[config.mk]
export PLATFORM = sky130hd
export DESIGN_NAME = cprc_top
export DESIGN_NICKNAME = d
export VERILOG_FILES = /design/src/verilog/cprc_pkg.sv /design/src/verilog/cprc_top.sv
export SDC_FILE = /design/constraint.sdc
export NUM_CORES = 1
export LEC_CHECK = 0
export ABC_AREA = 1
export ABC_CLOCK_PERIOD_IN_PS = 2750
export BUFFER_PORTS_ARGS = -buffer_cell sky130_fd_sc_hd__buf_4
export CAP_MARGIN = 20
export CORE_MARGIN = 3
export CORE_UTILIZATION = 31
export CTS_BUF_LIST = sky130_fd_sc_hd__clkbuf_8
export DETAILED_ROUTE_END_ITERATION = 7
export PLACE_DENSITY_LB_ADDON = 0.12
export SYNTH_ARGS = -nofsm -noshare
export SYNTH_HDL_FRONTEND = slang
export SYNTH_SLANG_ARGS = --single-unit
[constraint.sdc]
create_clock -name clk -period 2.75 [get_ports clk]
set_clock_uncertainty 0.15 [all_clocks]
set_input_delay 0.55 -clock clk [delete_from_list [all_inputs] [get_ports clk]]
set_output_delay 0.55 -clock clk [all_outputs]
set_load 0.05 [all_outputs]
[src/verilog/cprc_pkg.sv]
// Purpose: Shared constants and types of the configuration memory readout control.
// Assumes: 100 MHz system clock; 32-bit AHB-Lite register bus.
// Notes: Times are kept in ns and converted to clock counts here.
package cprc_pkg;
	localparam int ADDR_W = 24;
	localparam int DATA_W = 8;
	localparam int REV_N = 4;
	localparam int CLK_PERIOD_NS = 10;
	// Minimum release delay after the supplies pass their thresholds.
	localparam int RESET_RELEASE_DELAY_MIN_NS = 500000;
	localparam int RESET_RELEASE_DELAY_MAX_NS = 30000000;
	localparam int RESET_RELEASE_CYCLES =
		(RESET_RELEASE_DELAY_MIN_NS + CLK_PERIOD_NS - 1) / CLK_PERIOD_NS;
	// Minimum time below the power-down threshold before a reset.
	localparam int POWER_DOWN_MIN_NS = 10000000;
	localparam int POWER_DOWN_CYCLES = (POWER_DOWN_MIN_NS + CLK_PERIOD_NS - 1) / CLK_PERIOD_NS;
	localparam int CFG_PULSE_MIN_NS = 300;
	localparam int CFG_PULSE_MAX_NS = 500;
	localparam int CFG_PULSE_CYCLES = (CFG_PULSE_MIN_NS + CLK_PERIOD_NS - 1) / CLK_PERIOD_NS;
	// Register byte offsets.
	localparam logic [7:0] CTRL_OFS = 8'h00;
	localparam logic [7:0] CMD_OFS = 8'h04;
	localparam logic [7:0] STATUS_OFS = 8'h08;
	localparam logic [7:0] ADDR_OFS = 8'h0c;
	localparam logic [7:0] BANK_START_OFS = 8'h10;
	localparam logic [7:0] BANK_END_OFS = 8'h20;
	// Control register fields.
	localparam int CTRL_REV_EN_BIT = 0;
	localparam int CTRL_PAR_MODE_BIT = 1;
	localparam int CTRL_DECOMP_BIT = 2;
	localparam int CTRL_INT_SEL_BIT = 3;
	localparam int CTRL_REV_LSB = 4;
	localparam logic [7:0] CTRL_RESET = 8'h00;
	localparam int CMD_RECONFIG_BIT = 0;
	localparam logic [ADDR_W-1:0] BANK_START_RESET = 24'h000000;
	localparam logic [ADDR_W-1:0] BANK_END_RESET = 24'hffffff;

	typedef enum logic [1:0] {CPRC_PWR_OFF, CPRC_PWR_WAIT, CPRC_PWR_ON} cprc_pwr_t;

	typedef struct packed {
		logic vccint_por_ok;
		logic vcco_ok;
		logic below_power_down_threshold;
	} cprc_supply_t;

	typedef struct packed {
		logic hsel;
		logic [31:0] haddr;
		logic [1:0] htrans;
		logic hwrite;
		logic [2:0] hsize;
		logic [31:0] hwdata;
		logic hready;
	} cprc_ahb_req_t;

	typedef struct packed {
		logic [31:0] hrdata;
		logic hreadyout;
		logic hresp;
	} cprc_ahb_rsp_t;

	typedef struct packed {
		cprc_pwr_t pwr;
		logic [23:0] delay_cnt;
		logic [23:0] pd_cnt;
		logic [1:0] por_s;
		logic [1:0] vcco_s;
		logic [1:0] pd_s;
		logic [1:0] oe_s;
		logic [1:0] ce_s;
		logic [1:0] busy_s;
		logic [2:0] cf_s;
		logic [2:0] cclk_s;
		logic [1:0] rsel_s1;
		logic [1:0] rsel_s2;
		logic [1:0] rev;
		logic [ADDR_W-1:0] addr;
		logic [DATA_W-1:0] data;
		logic data_drv;
		logic clk_drv;
		logic clk_out;
		logic ceo_n;
		logic pulse_on;
		logic [5:0] pulse_cnt;
		logic [7:0] ctrl;
		logic [REV_N-1:0][ADDR_W-1:0] bank_start;
		logic [REV_N-1:0][ADDR_W-1:0] bank_end;
		logic wr_pend;
		logic [7:0] wr_addr;
		logic [31:0] hrdata;
	} cprc_state_t;
endpackage

[src/verilog/cprc_top.sv]
// Purpose: Readout control of a configuration memory feeding a logic target.
// Assumes: Pins are asynchronous and pass two flip-flops; memory read data is combinational.
// Notes: Registers sit on AHB-Lite, zero wait states, always OKAY.
// Operation
// Hold reset pin low while supplies ramp.
// Delay pin release after supplies pass thresholds.
// Core supply loss resets and holds pin low.
// Reset pin polarity is fixed active low.
// Serial variant checks only the core supply.
// Parallel variant also waits for output supply.
// External monitor may hold reset pin low.
// Reset pin low or enable high resets.
// Enable high means standby, outputs off.
// JTAG pins stay static during standby.
// Count up; at terminal count stop, chain low.
// Stop at revision end address, chain high.
// Flow-control high holds address and outputs.
// Flow control only in parallel uncompressed mode.
// Config pulse low resets address, outputs active.
// Board ties enable low without standby.
// Sample revision on config pulse rising edge.
// Reconfigure command pulses config pulse low.
// Release delay at least half a millisecond.
// Reset only after long enough supply loss.
// Advance one word per configuration clock edge.
module cprc_top #(
	parameter bit PARALLEL_VARIANT = 1'b1,
	parameter int RELEASE_CYCLES = cprc_pkg::RESET_RELEASE_CYCLES,
	parameter int PD_CYCLES = cprc_pkg::POWER_DOWN_CYCLES
) (
	input wire logic clk,
	input wire logic rst_n,
	input wire cprc_pkg::cprc_supply_t supply,
	input wire cprc_pkg::cprc_ahb_req_t ahb_req,
	output cprc_pkg::cprc_ahb_rsp_t ahb_rsp,
	input wire logic oe_reset_in,
	output logic oe_reset_out,
	output logic oe_reset_oe_n,
	input wire logic ce_n,
	input wire logic config_pulse_n_in,
	output logic config_pulse_n_out,
	output logic config_pulse_n_oe_n,
	input wire logic busy,
	input wire logic config_clk,
	input wire logic [1:0] revision_select_pins,
	output logic [cprc_pkg::ADDR_W-1:0] mem_addr,
	input wire logic [cprc_pkg::DATA_W-1:0] mem_rdata,
	output logic [cprc_pkg::DATA_W-1:0] data_out,
	output logic data_oe_n,
	output logic prom_clock_out,
	output logic prom_clock_oe_n,
	output logic chain_enable_out_n,
	output logic standby
);
	cprc_pkg::cprc_state_t r_reg;
	cprc_pkg::cprc_state_t r_next;
	logic enabled;
	logic cf_low;
	logic cf_rise;
	logic cclk_rise;
	logic rev_en;
	logic busy_hold;
	logic terminal_count;
	logic rev_end;
	logic ready;
	logic [cprc_pkg::ADDR_W-1:0] start_addr;
	logic [cprc_pkg::ADDR_W-1:0] revision_end_address;

	// Pin release needs only the core supply in the serial variant.
	assign ready = r_reg.por_s[1] && (!PARALLEL_VARIANT || r_reg.vcco_s[1]);
	assign enabled = r_reg.pwr == cprc_pkg::CPRC_PWR_ON && r_reg.oe_s[1] && !r_reg.ce_s[1];
	assign cf_low = !r_reg.cf_s[1];
	assign cf_rise = r_reg.cf_s[1] && !r_reg.cf_s[2];
	assign cclk_rise = r_reg.cclk_s[1] && !r_reg.cclk_s[2];
	assign rev_en = PARALLEL_VARIANT && r_reg.ctrl[cprc_pkg::CTRL_REV_EN_BIT];
	assign busy_hold = PARALLEL_VARIANT && r_reg.ctrl[cprc_pkg::CTRL_PAR_MODE_BIT] &&
		!r_reg.ctrl[cprc_pkg::CTRL_DECOMP_BIT] && r_reg.busy_s[1];
	assign start_addr = rev_en ? r_reg.bank_start[r_reg.rev] : '0;
	assign revision_end_address = r_reg.bank_end[r_reg.rev];
	assign terminal_count = &r_reg.addr;
	assign rev_end = rev_en && r_reg.addr == revision_end_address;

	always_comb begin
		logic [7:0] ra;
		ra = ahb_req.haddr[7:0];
		r_next = r_reg;
		r_next.por_s = {r_reg.por_s[0], supply.vccint_por_ok};
		r_next.vcco_s = {r_reg.vcco_s[0], supply.vcco_ok};
		r_next.pd_s = {r_reg.pd_s[0], supply.below_power_down_threshold};
		r_next.oe_s = {r_reg.oe_s[0], oe_reset_in};
		r_next.ce_s = {r_reg.ce_s[0], ce_n};
		r_next.busy_s = {r_reg.busy_s[0], busy};
		r_next.cf_s = {r_reg.cf_s[1:0], config_pulse_n_in};
		r_next.cclk_s = {r_reg.cclk_s[1:0], config_clk};
		r_next.rsel_s1 = revision_select_pins;
		r_next.rsel_s2 = r_reg.rsel_s1;
		r_next.clk_out = r_reg.cclk_s[1];

		unique case (r_reg.pwr)
			cprc_pkg::CPRC_PWR_OFF: begin
				r_next.delay_cnt = '0;
				if (ready) begin
					r_next.pwr = cprc_pkg::CPRC_PWR_WAIT;
				end
			end
			cprc_pkg::CPRC_PWR_WAIT: begin
				if (!ready) begin
					r_next.pwr = cprc_pkg::CPRC_PWR_OFF;
				end else if (r_reg.delay_cnt == 24'(RELEASE_CYCLES - 1)) begin
					r_next.pwr = cprc_pkg::CPRC_PWR_ON;
				end else begin
					r_next.delay_cnt = r_reg.delay_cnt + 24'h000001;
				end
			end
			cprc_pkg::CPRC_PWR_ON: begin
			end
		endcase
		// A brief dip is ignored; only a long one resets the device.
		if (r_reg.pd_s[1]) begin
			if (r_reg.pd_cnt == 24'(PD_CYCLES - 1)) begin
				r_next.pd_cnt = '0;
				r_next.pwr = cprc_pkg::CPRC_PWR_OFF;
			end else begin
				r_next.pd_cnt = r_reg.pd_cnt + 24'h000001;
			end
		end else begin
			r_next.pd_cnt = '0;
		end

		if (cf_rise) begin
			r_next.rev = r_reg.ctrl[cprc_pkg::CTRL_INT_SEL_BIT] ?
				r_reg.ctrl[cprc_pkg::CTRL_REV_LSB +: 2] : r_reg.rsel_s2;
		end

		if (!enabled) begin
			r_next.addr = start_addr;
			r_next.ceo_n = 1'b1;
			r_next.data_drv = 1'b0;
			r_next.clk_drv = 1'b0;
		end else if (cf_low) begin
			r_next.addr = start_addr;
			r_next.ceo_n = 1'b1;
			r_next.data_drv = 1'b1;
			r_next.clk_drv = 1'b1;
		end else if (busy_hold) begin
			r_next.ceo_n = 1'b1;
			r_next.data_drv = 1'b1;
			r_next.clk_drv = 1'b1;
		end else if (terminal_count) begin
			r_next.ceo_n = 1'b0;
			r_next.data_drv = 1'b0;
			r_next.clk_drv = 1'b0;
		end else if (rev_end) begin
			r_next.ceo_n = 1'b1;
			r_next.data_drv = 1'b0;
			r_next.clk_drv = 1'b0;
		end else begin
			r_next.ceo_n = 1'b1;
			r_next.data_drv = 1'b1;
			r_next.clk_drv = 1'b1;
			if (cclk_rise) begin
				r_next.data = mem_rdata;
				r_next.addr = r_reg.addr + 24'h000001;
			end
		end

		if (r_reg.pulse_on) begin
			if (r_reg.pulse_cnt == 6'(cprc_pkg::CFG_PULSE_CYCLES - 1)) begin
				r_next.pulse_on = 1'b0;
			end else begin
				r_next.pulse_cnt = r_reg.pulse_cnt + 6'h01;
			end
		end

		// Write data phase of the previous address phase.
		r_next.wr_pend = 1'b0;
		if (r_reg.wr_pend) begin
			if (r_reg.wr_addr == cprc_pkg::CTRL_OFS) begin
				r_next.ctrl = ahb_req.hwdata[7:0];
			end else if (r_reg.wr_addr == cprc_pkg::CMD_OFS) begin
				if (ahb_req.hwdata[cprc_pkg::CMD_RECONFIG_BIT] && !r_reg.pulse_on) begin
					r_next.pulse_on = 1'b1;
					r_next.pulse_cnt = '0;
				end
			end
			for (int i = 0; i < cprc_pkg::REV_N; i++) begin
				if (r_reg.wr_addr == 8'(cprc_pkg::BANK_START_OFS + 4 * i)) begin
					r_next.bank_start[i] = ahb_req.hwdata[cprc_pkg::ADDR_W-1:0];
				end
				if (r_reg.wr_addr == 8'(cprc_pkg::BANK_END_OFS + 4 * i)) begin
					r_next.bank_end[i] = ahb_req.hwdata[cprc_pkg::ADDR_W-1:0];
				end
			end
		end
		if (ahb_req.hsel && ahb_req.htrans[1] && ahb_req.hready) begin
			r_next.hrdata = '0;
			if (ahb_req.hwrite) begin
				r_next.wr_pend = 1'b1;
				r_next.wr_addr = ra;
			end else if (ra == cprc_pkg::CTRL_OFS) begin
				r_next.hrdata = {24'h000000, r_reg.ctrl};
			end else if (ra == cprc_pkg::STATUS_OFS) begin
				r_next.hrdata = {21'h00000, r_reg.pwr, r_reg.rev, r_reg.pulse_on, busy_hold,
					rev_end, terminal_count, r_reg.ce_s[1], enabled,
					r_reg.pwr == cprc_pkg::CPRC_PWR_ON};
			end else if (ra == cprc_pkg::ADDR_OFS) begin
				r_next.hrdata = {8'h00, r_reg.addr};
			end else begin
				for (int i = 0; i < cprc_pkg::REV_N; i++) begin
					if (ra == 8'(cprc_pkg::BANK_START_OFS + 4 * i)) begin
						r_next.hrdata = {8'h00, r_reg.bank_start[i]};
					end
					if (ra == 8'(cprc_pkg::BANK_END_OFS + 4 * i)) begin
						r_next.hrdata = {8'h00, r_reg.bank_end[i]};
					end
				end
			end
		end
	end

	always_ff @(posedge clk) begin
		if (!rst_n) begin
			r_reg <= '0;
			r_reg.pwr <= cprc_pkg::CPRC_PWR_OFF;
			r_reg.ceo_n <= 1'b1;
			r_reg.cf_s <= 3'h7;
			r_reg.oe_s <= 2'h0;
			r_reg.ce_s <= 2'h3;
			r_reg.ctrl <= cprc_pkg::CTRL_RESET;
			r_reg.bank_start <= {cprc_pkg::REV_N{cprc_pkg::BANK_START_RESET}};
			r_reg.bank_end <= {cprc_pkg::REV_N{cprc_pkg::BANK_END_RESET}};
		end else begin
			r_reg <= r_next;
		end
	end

	// The reset pin is open drain, low only; no polarity option exists.
	assign oe_reset_out = 1'b0;
	assign oe_reset_oe_n = r_reg.pwr == cprc_pkg::CPRC_PWR_ON;
	assign config_pulse_n_out = 1'b0;
	assign config_pulse_n_oe_n = !r_reg.pulse_on;
	assign mem_addr = r_reg.addr;
	assign data_out = r_reg.data;
	assign data_oe_n = !r_reg.data_drv;
	assign prom_clock_out = r_reg.clk_out;
	assign prom_clock_oe_n = !r_reg.clk_drv;
	assign chain_enable_out_n = r_reg.ceo_n;
	assign standby = r_reg.ce_s[1];
	assign ahb_rsp.hrdata = r_reg.hrdata;
	assign ahb_rsp.hreadyout = 1'b1;
	assign ahb_rsp.hresp = 1'b0;
endmodule
==> flow_summary.ini <==
[pwr]
swShare_pct = 25.6
p_sw_uw = 2830
comb_power_share_pct = 5.9
powerDensity_nw_per_um2 = 509
internal-power_uw = 8240
p_total_uw = 11100
pwr-share-clk_pct = 48.1
power_frac_seq_pct = 45.9
p_leak_uw = 0.00954
vdd_drop_max_mv = 0.484

[critical_path]
cp-endpoint = ahb_rsp[17]$_SDFFE_PN0P_
critPathLaunch = ahb_req[39]
startpoint_type = input port
crit_top_cell = a21oi_1
worst-endpoint-arrival_ps = 3080
rr_endpoint = mem_addr[7]$_SDFFE_PN0P_
worstPathCellList = dlygate4sd3_1 > buf_4 > nor2_1 > nand3_1 > nor2_1 > buf_4 > inv_1 > buf_12 > o21ai_0 > a21oi_1 > o211ai_1 > a21oi_1 > nand3_1 > nand2_1 > a21oi_1
cpMaxStageDelayCell = dlygate4sd3_1
r2r_start = r_reg[284]$_SDFFE_PN0P_
ff2ff_setup_slack_ps = 130
required_ps = 3170
critPathKind = input port to flip-flop
crit_fanout = 8
reg2reg_depth = 19
crit_path_end_kind = flip-flop
slowest_delay_ps = 540

[sta]
timing.fmax_mhz = 376
slew_headroom_pct = 34.4
worstMarginPinSlew_ps = 981
rsz0062_at_grt = true
holdWs_ps = 54.9
finalCriticalPeriod_ps = 2660
finalSetupTns_ps = 0
timing.final.crit_share_pct = 96.8
slew_violations = 0
hold_viol_final = 0
final-setup-viol-count = 0

[cells_and_area]
nets = 2866
fin_cells = 3572
drive_gt1_share_pct = 14.8
largest_register_ff_count = 278
fin_area_um2 = 21800
layout_common_cells = nand2_1 (650), dfxtp_1 (346), a21oi_1 (280)
nFillCells = 5966
final_common_cell = nand2_1
area_growth_pct = 20.9

[clock_network]
h-tree-depth = 3
clkLatencyLatePin_ps = 650
clk_pin_slew_ps = 60
cts_buffers = 67
cts.sinks = 348
clk_path_buf_depth = 3
cts_tree = done
cts_root_buffer = clkbuf_8

[place]
post_dp_cell_area_um2 = 19900
io_buffers = 118
dp_hpwl_um = 50100
placed_cells = 3425
place.gp.congestion = 0.929

[route]
route.detailed.drc = 0
via_per_inst = 5.09
dr.pass1.iters = 6
wl_per_cell_um = 19.9
wirelength_um = 70900
antenna_left = 0
vias = 18200
first_iter_violations = 1560

[worst_hold_path]
hold_path_class = input port to flip-flop

[yosys]
avgSynthCellArea_um2 = 6.82
ys.flop_type = dfxtp_1
ys_async_sr_fraction_pct = 0
yosysSeqAreaShare_pct = 38.7
synth-seq-cells = 348
synth_area_leader_cell = dfxtp_1
yosysUniqueCellTypes = 51
synthTopCellsByArea = dfxtp_1 (39%), nand2_1 (14%), a21oi_1 (7.8%)
syn-instance-count = 2640
netlist_area_um2 = 18000
synth.top_cell.area_share_pct = 38.7
ys_warn_count = 0
synth_edf_count = 0

[die]
rows = 87
core-area_um2 = 56900
fp.dieH_um = 247
initial_utilization_pct = 31.6
dieWidth_um = 247
fp.dieArea_um2 = 61000
ios = 167

[grt]
overflow = 0
grtUsageTotal_pct = 22.7
grt_max_degree = 95
grt_pass1_vias = 17200
grt_pass1_wl_um = 105000
antenna_found_initial = 2

[run_status]
status = complete, no violations

[run]
max_cap_violations = 0
==> kinds of logic (layout without fill, tap and decap cells) <==
group                    Yosys count  after routing  synth area share, %
AND/OR/NAND/NOR                 1153           1153                 27.7
AO/OA/AOI/OAI                    663            663                 20.8
buffers and inverters            452            616                 11.6
flip-flops                       348            348                 38.7
XOR/XNOR                          17             17                0.827
adder cells (fa/ha/maj)            5              5                0.348
other                              2             14               0.0417
==> metal layers <==
layer	up-vias	part of all wire [%]	GRT usage, %
met4	2	2.9	8.27
met3	109	7.7	4.51
met5	-	0.018	0
li1	9015	-	-
met2	644	43	34.2
met1	8422	47	31.9
==> synthesized netlist by cell type, types with 3 or more instances <==
library cell / instances
nand4_1: 38
o21ai_0: 201
nor3_1: 39
buf_6: 11
nor2_1: 200
a211oi_1: 12
buf_1: 7
buf_2: 15
a221oi_1: 3
a31oi_1: 5
nand3b_1: 11
nand2_1: 651
o22ai_1: 5
o211ai_1: 112
a21oi_1: 280
o21a_1: 5
o21ai_1: 16
or2_2: 11
xnor2_1: 3
nor4_1: 15
o2111ai_1: 13
ha_1: 5
clkbuf_1: 108
inv_1: 227
dfxtp_1: 348
nor2_4: 3
nand3_2: 6
nor2_2: 10
buf_4: 72
o21bai_1: 5
inv_2: 6
xor2_1: 14
nor3b_1: 12
clkinv_1: 5
nand3_1: 145
==> final cells by class <==
cell class | count | area (um^2) | area share [%]
Multi-Input combinational cell | 1850 | 9140 | 42.0
Sequential cell | 348 | 6970 | 32.0
Timing Repair Buffer | 264 | 2440 | 11.2
Clock buffer | 85 | 1170 | 5.38
Tap cell | 756 | 946 | 4.35
Inverter | 238 | 898 | 4.13
Clock inverter | 29 | 191 | 0.880
Antenna cell | 2 | 5.00 | 0.0230
==> power groups by stage <==
stage	sequential [uW]	clock (uW)	combinational [uW]
3_3_place_gp	5190	0	594
5_1_grt	5080	5720	708
3_5_place_dp	5190	0	595
6_report	5080	5330	655
4_1_cts	5080	5520	623
2_1_floorplan	5190	0	346
==> worst max-delay path, delay by kind of cell <==
kind / cells / cell delay [ps]
buf+inv: 5 / 1140
compound gates: 5 / 490
simple gates: 5 / 870
==> what timing repair did <==
| item | in CTS | in global routing |
|---|---|---|
| hold endpoints to repair | 23 | 0 |
| setup buffers | 0 | 4 |
| hold buffers | 23 | 0 |
| setup endpoints to repair | 0 | 54 |
| gates resized for setup | 0 | 33 |
==> worst min-delay path by stage <==
stage                      startpoint                       to  slack, ps  depth (start not counted)
6_report                  ahb_req[43]   r_reg[36]$_SDFFE_PN0P_         50                          3
5_1_grt                   ahb_req[12]  r_reg[196]$_SDFFE_PN0P_         50                          3
4_1_cts                   ahb_req[43]   r_reg[36]$_SDFFE_PN0P_          5                          3
3_5_place_dp   r_next[291]$_SDFF_PN0_   r_next[249]$_SDFF_PN0_        250                          2
3_3_place_gp   r_next[299]$_SDFF_PN1_       standby$_SDFF_PN1_        250                          1
2_1_floorplan  r_next[291]$_SDFF_PN0_   r_next[249]$_SDFF_PN0_        240                          2
==> per-stage QoR <==
stage	setup WS (ps)	utilization, %
after floorplan	360	-
after global placement	-88.6	34.9
after detailed placement	-92.9	34.9
after CTS	18.8	37.7
after global routing	-11.8	38.2
final	88.7	38.2
Note: power is estimated with default switching activity, not from simulation.
